### config.mk
export PLATFORM = sky130hd
export DESIGN_NAME = iwd_decoder
export DESIGN_NICKNAME = d
export VERILOG_FILES = /design/src/logic/iwd_pkg.sv /design/src/logic/iwd_phase_gen.sv /design/src/logic/iwd_decoder.sv
export SDC_FILE = /design/constraint.sdc
export NUM_CORES = 1
export LEC_CHECK = 0
export BUFFER_PORTS_ARGS = -buffer_cell sky130_fd_sc_hd__clkbuf_2
export CAP_MARGIN = 20
export CORE_MARGIN = 8
export CORE_UTILIZATION = 49
export CTS_CLUSTER_DIAMETER = 100
export CTS_CLUSTER_SIZE = 16
export DETAILED_ROUTE_END_ITERATION = 16
export HOLD_SLACK_MARGIN = 0.1
export PLACE_DENSITY = 0.86
export SKIP_CTS_REPAIR_TIMING = 1
export SYNTH_ARGS = -nofsm -noshare
export SYNTH_HDL_FRONTEND = slang
export SYNTH_SLANG_ARGS = --single-unit
### constraint.sdc
create_clock -name CORE_CLK -period 1.95 [get_ports CORE_CLK]
set_input_delay 0 -clock CORE_CLK [delete_from_list [all_inputs] [get_ports CORE_CLK]]
set_output_delay 0 -clock CORE_CLK [all_outputs]
set_load 0.05 [all_outputs]
### src/logic/iwd_pkg.sv
// Shared constants and types of the instruction word decoder.
// Assumes a single clock domain and program memory that answers within one instruction cycle.
package iwd_pkg;

   ////////////////////////////////////////////////////////////////////////////////
   // Word layout.
   localparam int WORD_W = 14;
   localparam int REG_W = 7;
   localparam int BIT_W = 3;
   localparam int IMM_W = 11;
   localparam int LIT_W = 8;
   localparam int CLASS_MSB = 13;
   localparam int CLASS_LSB = 12;
   localparam int FUNC_MSB = 11;
   localparam int FUNC_LSB = 8;
   localparam int DEST_POS = 7;
   localparam int BIT_LSB = 7;
   localparam int REG_LSB = 0;

   // Timing: oscillator periods in one instruction cycle.
   localparam int PHASES_PER_CYCLE = 4;
   localparam int PHASE_W = $clog2(PHASES_PER_CYCLE);
   localparam int CLK_PERIOD_NS = 100;

   ////////////////////////////////////////////////////////////////////////////////
   // Encodings of the special control words and of the skip groups.
   localparam logic [13:0] OP_RETURN = 14'h0008;
   localparam logic [13:0] OP_IRQ_RETURN = 14'h0009;
   localparam logic [13:0] OP_SLEEP = 14'h0063;
   localparam logic [13:0] OP_KICK = 14'h0064;
   localparam logic [13:0] NOP_MASK = 14'h3F9F;
   localparam logic [3:0] FUNC_DECSKIP = 4'hB;
   localparam logic [3:0] FUNC_INCSKIP = 4'hF;
   localparam logic [1:0] LIT_RETURN = 2'h1;
   localparam logic [6:0] PC_LOW_FILE = 7'h02;
   localparam logic [12:0] IRQ_VECTOR = 13'h0004;

   ////////////////////////////////////////////////////////////////////////////////
   // Register map, byte addresses of aligned words.
   localparam logic [7:0] ADDR_CTRL = 8'h00;
   localparam logic [7:0] ADDR_STATUS = 8'h04;
   localparam logic [7:0] ADDR_FIELDS = 8'h08;
   localparam int CTRL_RUN_BIT = 0;
   localparam int CTRL_POST_BIT = 1;
   localparam int CTRL_IRQ_EN_BIT = 2;
   localparam logic [2:0] CTRL_RESET = 3'h1;

   // Instruction classes follow the two top bits of the word.
   typedef enum logic [1:0] {
      IWD_CLS_BYTE = 2'h0,
      IWD_CLS_BIT = 2'h1,
      IWD_CLS_JUMP = 2'h2,
      IWD_CLS_LIT = 2'h3
   } iwd_class_t;

   typedef enum logic {
      IWD_ST_RUN = 1'b0,
      IWD_ST_SLEEP = 1'b1
   } iwd_state_t;

   typedef struct packed {
      logic skip;
      logic pc;
      logic sleep;
      logic kick;
      logic nop;
   } iwd_flags_t;

endpackage

### src/logic/iwd_phase_gen.sv
// Oscillator phase counter that splits each instruction cycle into four clocks.
// Assumes the caller gates advance with its clock enable and run condition.
module iwd_phase_gen #(
   parameter int PHASES = iwd_pkg::PHASES_PER_CYCLE
) (
   input wire logic clk,
   input wire logic rst,
   input wire logic advance,
   output logic [iwd_pkg::PHASE_W-1:0] phase,
   output logic last
);

   typedef struct packed {
      logic [iwd_pkg::PHASE_W-1:0] cnt;
   } iwd_phase_t;

   iwd_phase_t cur_ff;
   iwd_phase_t nxt_cur;
   localparam logic [iwd_pkg::PHASE_W-1:0] LAST_PHASE = iwd_pkg::PHASE_W'(PHASES - 1);

   // The count stands still whenever advance is low, which is how sleep stops the phases.
   always_comb begin
      nxt_cur = cur_ff;
      if (advance) begin
         nxt_cur.cnt = (cur_ff.cnt == LAST_PHASE) ? '0 : cur_ff.cnt + 1'b1;
      end
   end

   always_ff @(posedge clk or posedge rst) begin
      if (rst) begin
         cur_ff <= '0;
      end else begin
         cur_ff <= nxt_cur;
      end
   end

   assign phase = cur_ff.cnt;
   assign last = advance && (cur_ff.cnt == LAST_PHASE);

endmodule // iwd_phase_gen

### src/logic/iwd_decoder.sv
// Instruction word decoder with cycle timing, sleep and watchdog clear control, APB registers.
// Assumes program memory on CORE_CLK presents the word at the fetched address before the cycle ends.
//
// Behaviour
// RULE1 - Take each 14-bit word and split it into class code and operand fields.
// RULE2 - Destination bit zero sends result to accumulator, one back to file register.
// RULE3 - Register number field selects one file register from 0x00 to 0x7F.
// RULE4 - Bit position field selects one bit of the addressed 8-bit register.
// RULE5 - Literal and control words yield an eight or eleven bit constant.
// RULE6 - Every instruction takes one instruction cycle unless it skips or changes PC.
// RULE7 - True skip or PC change takes two cycles, the second acting as no-operation.
// RULE8 - One instruction cycle lasts exactly four oscillator clocks.
// RULE9 - Don't-care bits never change the decoded instruction.
// RULE10 - Watchdog kick and power-down clear the watchdog counter and assigned postscaler.
// RULE11 - Interrupt wake with master enable runs the next word, then branches to 0004h.
// RULE12 - Each cycle prefetches the next word; two-cycle words discard that prefetch.
//
// The address map and the APB slave port are this design's own decisions.
module iwd_decoder (
   input wire logic CORE_CLK,
   input wire logic SYS_RST,
   input wire logic CLK_EN,
   input wire logic PSEL,
   input wire logic PENABLE,
   input wire logic PWRITE,
   input wire logic [7:0] PADDR,
   input wire logic [31:0] PWDATA,
   output logic [31:0] PRDATA,
   output logic PREADY,
   output logic PSLVERR,
   input wire logic [13:0] PM_WORD,
   input wire logic COND_TRUE,
   input wire logic WAKE_IRQ,
   output logic FETCH_STROBE,
   output logic [1:0] Q_PHASE,
   output logic CYCLE_END,
   output logic EXEC_VALID,
   output logic [13:0] EXEC_WORD,
   output logic [1:0] OP_CLASS,
   output logic [6:0] REG_NUM,
   output logic RESULT_TO_FILE,
   output logic [2:0] BIT_POS,
   output logic [10:0] IMM_CONST,
   output logic IMM_WIDE,
   output logic IS_SKIP,
   output logic CHANGES_PC,
   output logic WATCHDOG_CLEAR,
   output logic POSTSCALER_CLEAR,
   output logic ASLEEP,
   output logic VECTOR_REQ,
   output logic [12:0] VECTOR_ADDR
);

   typedef struct packed {
      iwd_pkg::iwd_state_t st;
      logic [13:0] word;
      logic valid;
      iwd_pkg::iwd_flags_t fl;
      logic run;
      logic post_assign;
      logic irq_en;
      logic vec_pend;
      logic wd_clr;
      logic post_clr;
      logic vec_req;
      logic [31:0] rdata;
      logic slverr;
   } iwd_regs_t;

   iwd_regs_t cur_ff;
   iwd_regs_t nxt_cur;
   logic advance;
   logic cycle_last;
   logic [1:0] phase;
   logic two_cycle;
   logic enter_sleep;
   iwd_pkg::iwd_flags_t fetch_fl;

   ////////////////////////////////////////////////////////////////////////////////
   // Decode of one word into its timing and control flags.
   function automatic iwd_pkg::iwd_flags_t decode(input logic [13:0] w);
      iwd_pkg::iwd_flags_t f;
      logic [1:0] cls;
      logic [3:0] func;
      f = '0;
      cls = w[iwd_pkg::CLASS_MSB:iwd_pkg::CLASS_LSB];
      func = w[iwd_pkg::FUNC_MSB:iwd_pkg::FUNC_LSB];
      // Only the fixed bits are compared, so a set don't-care bit decodes alike.
      f.nop = (w & iwd_pkg::NOP_MASK) == 14'h0000; // see RULE9
      f.sleep = (w == iwd_pkg::OP_SLEEP);
      f.kick = (w == iwd_pkg::OP_KICK);
      case (cls)
         iwd_pkg::IWD_CLS_BYTE: begin
            f.skip = (func == iwd_pkg::FUNC_DECSKIP) || (func == iwd_pkg::FUNC_INCSKIP);
            // A result written to the low PC file moves the program counter.
            f.pc = (w == iwd_pkg::OP_RETURN) || (w == iwd_pkg::OP_IRQ_RETURN) ||
               (w[iwd_pkg::DEST_POS] && (w[6:0] == iwd_pkg::PC_LOW_FILE) && !f.nop); // see RULE2
         end
         iwd_pkg::IWD_CLS_BIT: begin
            f.skip = func[3]; // see RULE4
         end
         iwd_pkg::IWD_CLS_JUMP: begin
            f.pc = 1'b1;
         end
         iwd_pkg::IWD_CLS_LIT: begin
            f.pc = (func[3:2] == iwd_pkg::LIT_RETURN); // see RULE9
         end
         default: begin
            f = '0;
         end
      endcase
      return f;
   endfunction

   ////////////////////////////////////////////////////////////////////////////////
   // Phase counter; it halts while asleep, since no phase clocks run then.
   assign advance = CLK_EN && cur_ff.run && (cur_ff.st == iwd_pkg::IWD_ST_RUN); // see RULE8

   iwd_phase_gen #(
      .PHASES(iwd_pkg::PHASES_PER_CYCLE)
   ) i_iwd_phase_gen (
      .clk(CORE_CLK),
      .rst(SYS_RST),
      .advance(advance),
      .phase(phase),
      .last(cycle_last)
   );

   assign fetch_fl = decode(PM_WORD);
   // A true skip, a PC change or a pending vector turns the next cycle into a no-operation.
   assign two_cycle = cur_ff.valid && (cur_ff.fl.pc || (cur_ff.fl.skip && COND_TRUE) || cur_ff.vec_pend);
   // A pending wake source makes the power-down word finish as a plain no-operation.
   assign enter_sleep = cur_ff.valid && cur_ff.fl.sleep && !WAKE_IRQ && !cur_ff.vec_pend;

   ////////////////////////////////////////////////////////////////////////////////
   // Next state: pipeline, sleep control, pulses and APB slave.
   always_comb begin
      nxt_cur = cur_ff;
      if (CLK_EN) begin
         // Pulses end only on an enabled clock, so a frozen block keeps them as they stand.
         nxt_cur.wd_clr = 1'b0;
         nxt_cur.post_clr = 1'b0;
         nxt_cur.vec_req = 1'b0;
         case (cur_ff.st)
            iwd_pkg::IWD_ST_RUN: begin
               if (cycle_last) begin
                  // The word prefetched during this cycle becomes the one that executes next.
                  nxt_cur.word = PM_WORD; // see RULE12
                  nxt_cur.fl = fetch_fl; // see RULE1
                  nxt_cur.valid = !two_cycle; // see RULE6, see RULE7
                  if (cur_ff.valid && cur_ff.vec_pend) begin
                     nxt_cur.vec_pend = 1'b0;
                     nxt_cur.vec_req = 1'b1; // see RULE11
                  end
                  if (cur_ff.valid && (cur_ff.fl.kick || enter_sleep)) begin
                     nxt_cur.wd_clr = 1'b1; // see RULE10
                     nxt_cur.post_clr = cur_ff.post_assign; // see RULE10
                  end
                  if (enter_sleep) begin
                     nxt_cur.st = iwd_pkg::IWD_ST_SLEEP;
                  end
               end
            end
            iwd_pkg::IWD_ST_SLEEP: begin
               // The word after the power-down word is already held and runs on wake.
               if (WAKE_IRQ) begin
                  nxt_cur.st = iwd_pkg::IWD_ST_RUN;
                  nxt_cur.vec_pend = cur_ff.irq_en; // see RULE11
               end
            end
            default: begin
               nxt_cur.st = iwd_pkg::IWD_ST_RUN;
            end
         endcase
         // Read data and error are captured in the setup cycle so the access phase needs no wait.
         if (PSEL && !PENABLE) begin
            nxt_cur.slverr = 1'b0;
            case (PADDR)
               iwd_pkg::ADDR_CTRL: begin
                  nxt_cur.rdata = {29'h0000_0000, cur_ff.irq_en, cur_ff.post_assign, cur_ff.run};
               end
               iwd_pkg::ADDR_STATUS: begin
                  nxt_cur.rdata = {2'h0, cur_ff.word, 13'h0000, cur_ff.vec_pend, cur_ff.valid,
                     cur_ff.st == iwd_pkg::IWD_ST_SLEEP};
               end
               iwd_pkg::ADDR_FIELDS: begin
                  nxt_cur.rdata = {2'h0, cur_ff.fl.skip, cur_ff.fl.pc, 1'b0, IMM_CONST, 5'h00,
                     BIT_POS, RESULT_TO_FILE, REG_NUM};
               end
               default: begin
                  nxt_cur.rdata = 32'h0000_0000;
                  nxt_cur.slverr = 1'b1;
               end
            endcase
         end
         if (PSEL && PENABLE && PWRITE && (PADDR == iwd_pkg::ADDR_CTRL)) begin
            nxt_cur.run = PWDATA[iwd_pkg::CTRL_RUN_BIT];
            nxt_cur.post_assign = PWDATA[iwd_pkg::CTRL_POST_BIT];
            nxt_cur.irq_en = PWDATA[iwd_pkg::CTRL_IRQ_EN_BIT];
         end
      end
   end

   // All state resets to constants; the pipeline starts empty so the first cycle is a no-operation.
   always_ff @(posedge CORE_CLK or posedge SYS_RST) begin
      if (SYS_RST) begin
         cur_ff <= '0;
         cur_ff.run <= iwd_pkg::CTRL_RESET[iwd_pkg::CTRL_RUN_BIT];
         cur_ff.post_assign <= iwd_pkg::CTRL_RESET[iwd_pkg::CTRL_POST_BIT];
         cur_ff.irq_en <= iwd_pkg::CTRL_RESET[iwd_pkg::CTRL_IRQ_EN_BIT];
      end else begin
         cur_ff <= nxt_cur;
      end
   end

   ////////////////////////////////////////////////////////////////////////////////
   // Operand fields are slices of the registered word, so they change only at cycle ends.
   assign EXEC_WORD = cur_ff.word; // see RULE1
   assign OP_CLASS = cur_ff.word[iwd_pkg::CLASS_MSB:iwd_pkg::CLASS_LSB]; // see RULE1
   assign REG_NUM = cur_ff.word[iwd_pkg::REG_LSB +: iwd_pkg::REG_W]; // see RULE3
   assign RESULT_TO_FILE = cur_ff.word[iwd_pkg::DEST_POS]; // see RULE2
   assign BIT_POS = cur_ff.word[iwd_pkg::BIT_LSB +: iwd_pkg::BIT_W]; // see RULE4
   assign IMM_WIDE = (OP_CLASS == iwd_pkg::IWD_CLS_JUMP); // see RULE5
   assign IMM_CONST = IMM_WIDE ? cur_ff.word[iwd_pkg::IMM_W-1:0] : {3'h0, cur_ff.word[iwd_pkg::LIT_W-1:0]};
   assign IS_SKIP = cur_ff.fl.skip;
   assign CHANGES_PC = cur_ff.fl.pc;
   assign EXEC_VALID = cur_ff.valid && (cur_ff.st == iwd_pkg::IWD_ST_RUN);
   assign ASLEEP = (cur_ff.st == iwd_pkg::IWD_ST_SLEEP);
   assign FETCH_STROBE = advance && (phase == 2'h0); // see RULE12
   assign Q_PHASE = phase;
   assign CYCLE_END = cycle_last;
   assign WATCHDOG_CLEAR = cur_ff.wd_clr;
   assign POSTSCALER_CLEAR = cur_ff.post_clr;
   assign VECTOR_REQ = cur_ff.vec_req;
   assign VECTOR_ADDR = iwd_pkg::IRQ_VECTOR;
   assign PRDATA = cur_ff.rdata;
   assign PREADY = 1'b1;
   assign PSLVERR = cur_ff.slverr && PSEL && PENABLE;
endmodule // iwd_decoder

== After elaboration in Yosys (flattened, before gate mapping) ==
Cells that the tools add are included.

* Input port bits: 62
* Register bits after elaboration: 63
* Logic and storage cells: 95

* Reduce and logical (&&, ||, !) cells: 40
* Mux-type cells: 17
* Bitwise operators: 1
* Eq/ne operators: 18
* Add/subtract/negate cells: 1

{| class="wikitable"
|+ Operators by type and width
! operator !! count
|-
| 30-bit one-hot mux with 3 select lines || 1
|-
| 14-bit by 4-bit == test with 1-bit output, second input constant || 2
|-
| 14-bit by 7-bit == test with 1-bit output, second input constant || 2
|-
| 21-bit 2-to-1 mux || 1
|-
| 1-bit logical AND || 20
|-
| 14-bit zero test || 1
|-
| 11-bit 2-to-1 mux || 1
|-
| 2-bit == test, second input constant || 4
|-
| 4-bit == test, second input constant || 2
|-
| 8-bit by 3-bit == test with 1-bit output, second input constant || 1
|-
| 8-bit by 4-bit == test with 1-bit output, second input constant || 1
|-
| 8-bit zero test || 1
|-
| 7-bit by 2-bit == test with 1-bit output, second input constant || 1
|-
| 1-bit logical OR || 6
|-
| 1-bit 2-to-1 mux || 6
|-
| 1-bit one-hot mux with 2 select lines || 3
|-
| 1-bit zero test || 5
|-
| 2-bit by 1-bit == test with 1-bit output, second input constant || 2
|-
| 2-bit zero test || 2
|-
| 2-bit 2-to-1 mux || 2
|-
| 4-bit 2-to-1 mux || 1
|-
| 2-bit != test, second input constant || 2
|-
| 2-bit AND reduction || 2
|-
| 4-bit AND reduction || 1
|-
| other kinds (7) || 7
|}

== Logic depth before layout (Yosys ltp) ==
* Depth in word-level cells: 8
* Depth in mapped cells: 6

== By module ==
Synthesis repeated with hierarchy kept, for this count alone.

* Cells, all modules: 310
* Area total of the unflattened synthesis: 3035.4 um^2

{| class="wikitable"
|+ By module, submodules not included
! module !! cells an instance !! instances !! area each (um^2)
|-
| iwd_decoder || 302 || 1 || 2935.3
|-
| iwd_phase_gen || 8 || 1 || 100.1
|}

== Worst setup path before layout ==
Ideal clock, no wire load.

* Path kind: register -> output
* Start point: register cur_ff (netlist bit EXEC_WORD[12])
* End point: output port IMM_CONST[10]
* Stages on the path, launching flop included: 3
* Slack: 0.206 ns
* Data required time: 1.950 ns
* Arrival: 1.744 ns
* Path through: dfrtp_1 > nor2b_1 > and2_1

* Word-level cells in the longest chain between the ends: 2

{| class="wikitable"
|+ Ends and longest elaborated chain
! what !! RTL line !! RTL
|-
| start, declared || iwd_decoder.sv:70 || <nowiki>iwd_regs_t cur_ff;</nowiki>
|-
| start signal, assigned || iwd_decoder.sv:212 || <nowiki>cur_ff <= nxt_cur;</nowiki>
|-
| 2-bit == test || iwd_decoder.sv:223 || <nowiki>assign IMM_WIDE = (OP_CLASS == iwd_pkg::IWD_CLS_JUMP);</nowiki>
|-
| via IMM_WIDE || iwd_decoder.sv:44 || <nowiki>output logic IMM_WIDE,</nowiki>
|-
| 11-bit 2-to-1 mux || iwd_decoder.sv:224 || <nowiki>assign IMM_CONST = IMM_WIDE ? cur_ff.word[iwd_pkg::IMM_W-1:0] : {3'h0, cur_ff.word[iwd_pkg::LIT_W-1:0]};</nowiki>
|-
| end, declared || iwd_decoder.sv:43 || <nowiki>output logic [10:0] IMM_CONST,</nowiki>
|}

The timed path passes the listed nets, and every way through them passes these cells.

== Worst setup path in the final report ==
* Start point: input port PADDR[1]
* End point: register cur_ff (netlist bit PRDATA[28])

* Word-level cells in the longest chain between the ends: 2

{| class="wikitable"
|+ Ends and longest elaborated chain
! what !! RTL line !! RTL
|-
| start, declared || iwd_decoder.sv:26 || <nowiki>input wire logic [7:0] PADDR,</nowiki>
|-
| 8-bit by 4-bit == test with 1-bit output, or another cell as far along || iwd_decoder.sv:178 || <nowiki>case (PADDR)</nowiki>
|-
| 30-bit one-hot mux with 3 select lines (*) || iwd_decoder.sv:178 ||
|}

Every way passes the cells marked *; elsewhere a longest branch is shown, timed or not.
A chain may end at the register's enable or synchronous reset.

==> results.sh <==
export IMPL_status="complete, no violations"
export IMPL_peakVddDrop_uv=357.4
export IMPL_grt_pass1_vias=2151
export IMPL_slowest_delay_ns=0.61
export IMPL_min_from="CLK_EN"
export IMPL_p_per_area_nw_per_um2=621.4
export IMPL_intPower_mw=1.585
export IMPL_syn_area_per_cell_um2=9.776
export IMPL_hpwl_um=5637
export IMPL_clk_pin_slew_ns=0.09
export IMPL_clock_sinks=54
export IMPL_hold_class="in -> reg"
export IMPL_grt_setup_unrepaired="false"
export IMPL_vias_per_cell=4.993
export IMPL_syn_area_um2=3030
export IMPL_area_growth_pct=13.91
export IMPL_p_comb_share_pct=13.6
export IMPL_min_path_cells=2
export IMPL_grt_busiest_layer="met2"
export IMPL_fp_row_count=28
export IMPL_grt_max_degree=31
export IMPL_drc=0
export IMPL_crit_chain="dlygate4sd3_1, clkbuf_2, nor4_4, dlygate4sd3_1, nand2_1, o31ai_1"
export IMPL_fin_setup_tns_ns=0
export IMPL_ff2ff_setup_slack_ns=0.34
export IMPL_start_util_pct=50.88
export IMPL_clockPowerShare_pct=33.6
export IMPL_vias=2267
export IMPL_placed_area_um2=3133
export IMPL_max_slew_margin_pct=57.38
export IMPL_arrival_ns=1.98
export IMPL_r2r_end="cur_ff[42]"
export IMPL_htree_levels=2
export IMPL_post_drt_wl_per_cell_um=15.73
export IMPL_ctsLongestPathBuffers=2
export IMPL_fin_skew_ns=0.008354
export IMPL_crit_required_ns=2.15
export IMPL_chipHeight_um=94.64
export IMPL_critPathKind="in -> reg"
export IMPL_drt_pass1_iter_count=4
export IMPL_worstSetupStartpointType="primary input"
export IMPL_grt_met1_usage_pct=17.54
export IMPL_grtUsageMet3_pct=4.206
export IMPL_drt_total_wl_um=7141
export IMPL_worst_path_max_delay_cell="dlygate4sd3_1"
export IMPL_drtAntennaViolNets=0
export IMPL_grt_util_met2_pct=27.81
export IMPL_grt_pass1_wl_um=11050
export IMPL_min_period_ns=1.783
export IMPL_ios=159
export IMPL_rr_worst_depth=5
export IMPL_leakage_nw=1.890
export IMPL_slew_violations=0
export IMPL_die_x_um=94.64
export IMPL_synthCells=310
export IMPL_cts_tree="built"
export IMPL_synth_seq_cells=54
export IMPL_reg2reg_from="i_iwd_phase_gen.phase[0]"
export IMPL_cts_made_buffers=5
export IMPL_overflow=0
export IMPL_crit_path_max_fanout=6
export IMPL_switching_share_pct=26.09
export IMPL_core_um2=5956
export IMPL_antenna_found_initial=0
export IMPL_hold_slack_ns=0.08150
export IMPL_hold_violations=0
export IMPL_path_delay_family="buffers and inverters"
export IMPL_setup_viol=0
export IMPL_crit_buf_inv=3
export IMPL_ys_seq_area_share_pct=44.63
export IMPL_switchingPower_mw=0.5597
export IMPL_diodes=0
export IMPL_clkLatencyLatePin_ns=0.29
export IMPL_grt_usage_pct=15.45
export IMPL_fin_crit_sh_pct=91.41
export IMPL_dr_first_iter_drc_count=130
export IMPL_cp_common_cell="dlygate4sd3_1"
export IMPL_drive_above_1_share_pct=34.56
export IMPL_gp_congestion=0.8142
export IMPL_cts_root_buf="clkbuf_8"
export IMPL_worstMarginPinSlew_ns=0.6383
export IMPL_ys_warn_count=0
export IMPL_utilization_pct=57.96
export IMPL_timing_max_cap_violations=0
export IMPL_fmax_mhz=561.0
export IMPL_dieArea_um2=8957
export IMPL_critPathCaptureType="register"
export IMPL_min_to="POSTSCALER_CLEAR"
export IMPL_final_area_um2=3452
export IMPL_seq_power_share_pct=52.8
export IMPL_io_buffers=108
export IMPL_ys_types=45
export IMPL_nNetsFinal=442
metal layers:
layer / up-vias / wire length (um)
li1: 1091 / -
met1: 1075 / 2748
met2: 87 / 3729
met3: 14 / 480
met4: 0 / 182
met5: - / 0
per-stage QoR:
| step | setup slack, ns | total power [mW] | cells |
|---|---|---|---|
| finish | 0.1674 | 2.145 | 454 |
| global route | 0.07699 | 2.228 | 454 |
| CTS | 0.3313 | 2.133 | 433 |
| detailed placement | 0.3480 | 1.413 | 425 |
| global placement | 0.4539 | 1.407 | 425 |
| floorplan | 0.2063 | 1.375 | 329 |
power groups by stage:
stage | registers [mW] | logic [mW] | clock network (mW)
finish | 1.13 | 0.293 | 0.720
global route | 1.13 | 0.314 | 0.780
CTS | 1.13 | 0.258 | 0.742
detailed placement | 1.16 | 0.258 | 0
global placement | 1.15 | 0.253 | 0
floorplan | 1.17 | 0.206 | 0
cells in the mapped netlist (all sizes together):
cell | n | area (um2)
a21o | 2 | 15.01
a41o | 1 | 10.01
a2bb2oi | 3 | 26.28
ha | 2 | 25.02
o21a | 2 | 15.01
nor3b | 1 | 7.510
a22o | 16 | 140.1
o31ai | 3 | 22.52
a32o | 3 | 30.03
a211o | 1 | 8.760
o41ai | 1 | 8.760
nor2b | 5 | 31.28
and4bb | 1 | 12.51
o2111a | 1 | 12.51
and3 | 2 | 12.51
and3b | 1 | 8.760
mux2i | 3 | 30.03
conb | 2 | 7.510
buf | 86 | 638.1
nand3 | 5 | 25.02
nand2 | 54 | 202.7
clkbuf | 4 | 15.01
inv | 11 | 41.29
nand4b | 1 | 8.760
and2 | 5 | 31.28
mux2 | 4 | 45.04
dfstp | 1 | 26.28
nor4 | 3 | 33.78
o21ai | 10 | 50.05
nor2 | 3 | 11.26
o211ai | 3 | 22.52
o22ai | 1 | 6.260
nor4bb | 3 | 30.03
nor3 | 2 | 10.01
dfrtp | 53 | 1326
a22oi | 2 | 15.01
nand4 | 3 | 25.02
a21oi | 3 | 15.01
nand3b | 1 | 11.26
and4 | 1 | 8.760
o21bai | 1 | 7.510
final cells by class:
class | count | area [um2]
well taps | 75 | 93.84
inverters | 11 | 41.29
fillers | 522 | 2504
repair buffers | 132 | 800.8
flip-flops and latches | 54 | 1353
multi-input cells | 174 | 1055
clock inverters | 3 | 40.04
clock buffers | 5 | 68.82
placed cells by master (no fill, tap or decap), types with 2 or more instances in the layout:
cell / n
nand2_1: 54
nand3_1: 5
ha_1: 2
clkinv_2: 2
nor2_1: 3
nor3_1: 2
buf_12: 2
conb_1: 21
o31ai_1: 3
o21ai_0: 10
inv_2: 2
and2_1: 5
nor4_1: 2
mux2_2: 4
a21oi_1: 3
a32o_1: 3
nor2b_1: 5
a22o_1: 16
dfrtp_1: 53
clkbuf_2: 107
inv_1: 9
mux2i_1: 3
a21o_1: 2
nand4_1: 2
buf_4: 2
a22oi_1: 2
nor4bb_1: 3
dlygate4sd3_1: 21
o211ai_1: 3
o21a_1: 2
and3_1: 2
clkbuf_8: 5
a2bb2oi_1: 3
worst reg2reg max path: stages (launching register included):
cell      delay [ns]
dfrtp_1         0.40
ha_1            0.23
nand4b_1        0.16
inv_2           0.33
nand4_1         0.17
o31ai_1         0.24
sequential cells by signal (all words and copies together), names as in the netlist:
register / flops
PRDATA: 24
EXEC_WORD: 14
cur_ff: 8
i_iwd_phase_gen.phase: 2
ASLEEP: 1
CHANGES_PC: 1
IS_SKIP: 1
POSTSCALER_CLEAR: 1
VECTOR_REQ: 1
WATCHDOG_CLEAR: 1
kinds of logic after synthesis:
family,count (synthesis),synth area share (%)
AOI/OAI and AO/OA,53,13.38
other,2,0.2478
DFF,54,44.63
adders and majority gates,2,0.8256
and+or+nand+nor,91,15.52
buffers and inverters,101,22.91
muxes,7,2.477
worst max-delay path by stage:
| stage | startpoint | to | slack, ns | cells after the start |
|---|---|---|---|---|
| 6_report | PADDR[1] | PRDATA[28] | 0.17 | 6 |
| 5_1_grt | PADDR[1] | PRDATA[28] | 0.08 | 6 |
| 4_1_cts | i_iwd_phase_gen.phase[0] | cur_ff[42] | 0.33 | 5 |
| 3_5_place_dp | i_iwd_phase_gen.phase[0] | cur_ff[42] | 0.35 | 5 |
| 3_3_place_gp | i_iwd_phase_gen.phase[0] | cur_ff[42] | 0.45 | 5 |
| 2_1_floorplan | EXEC_WORD[12] | IMM_CONST[10] | 0.21 | 2 |
(Power assumes the default switching activity.)
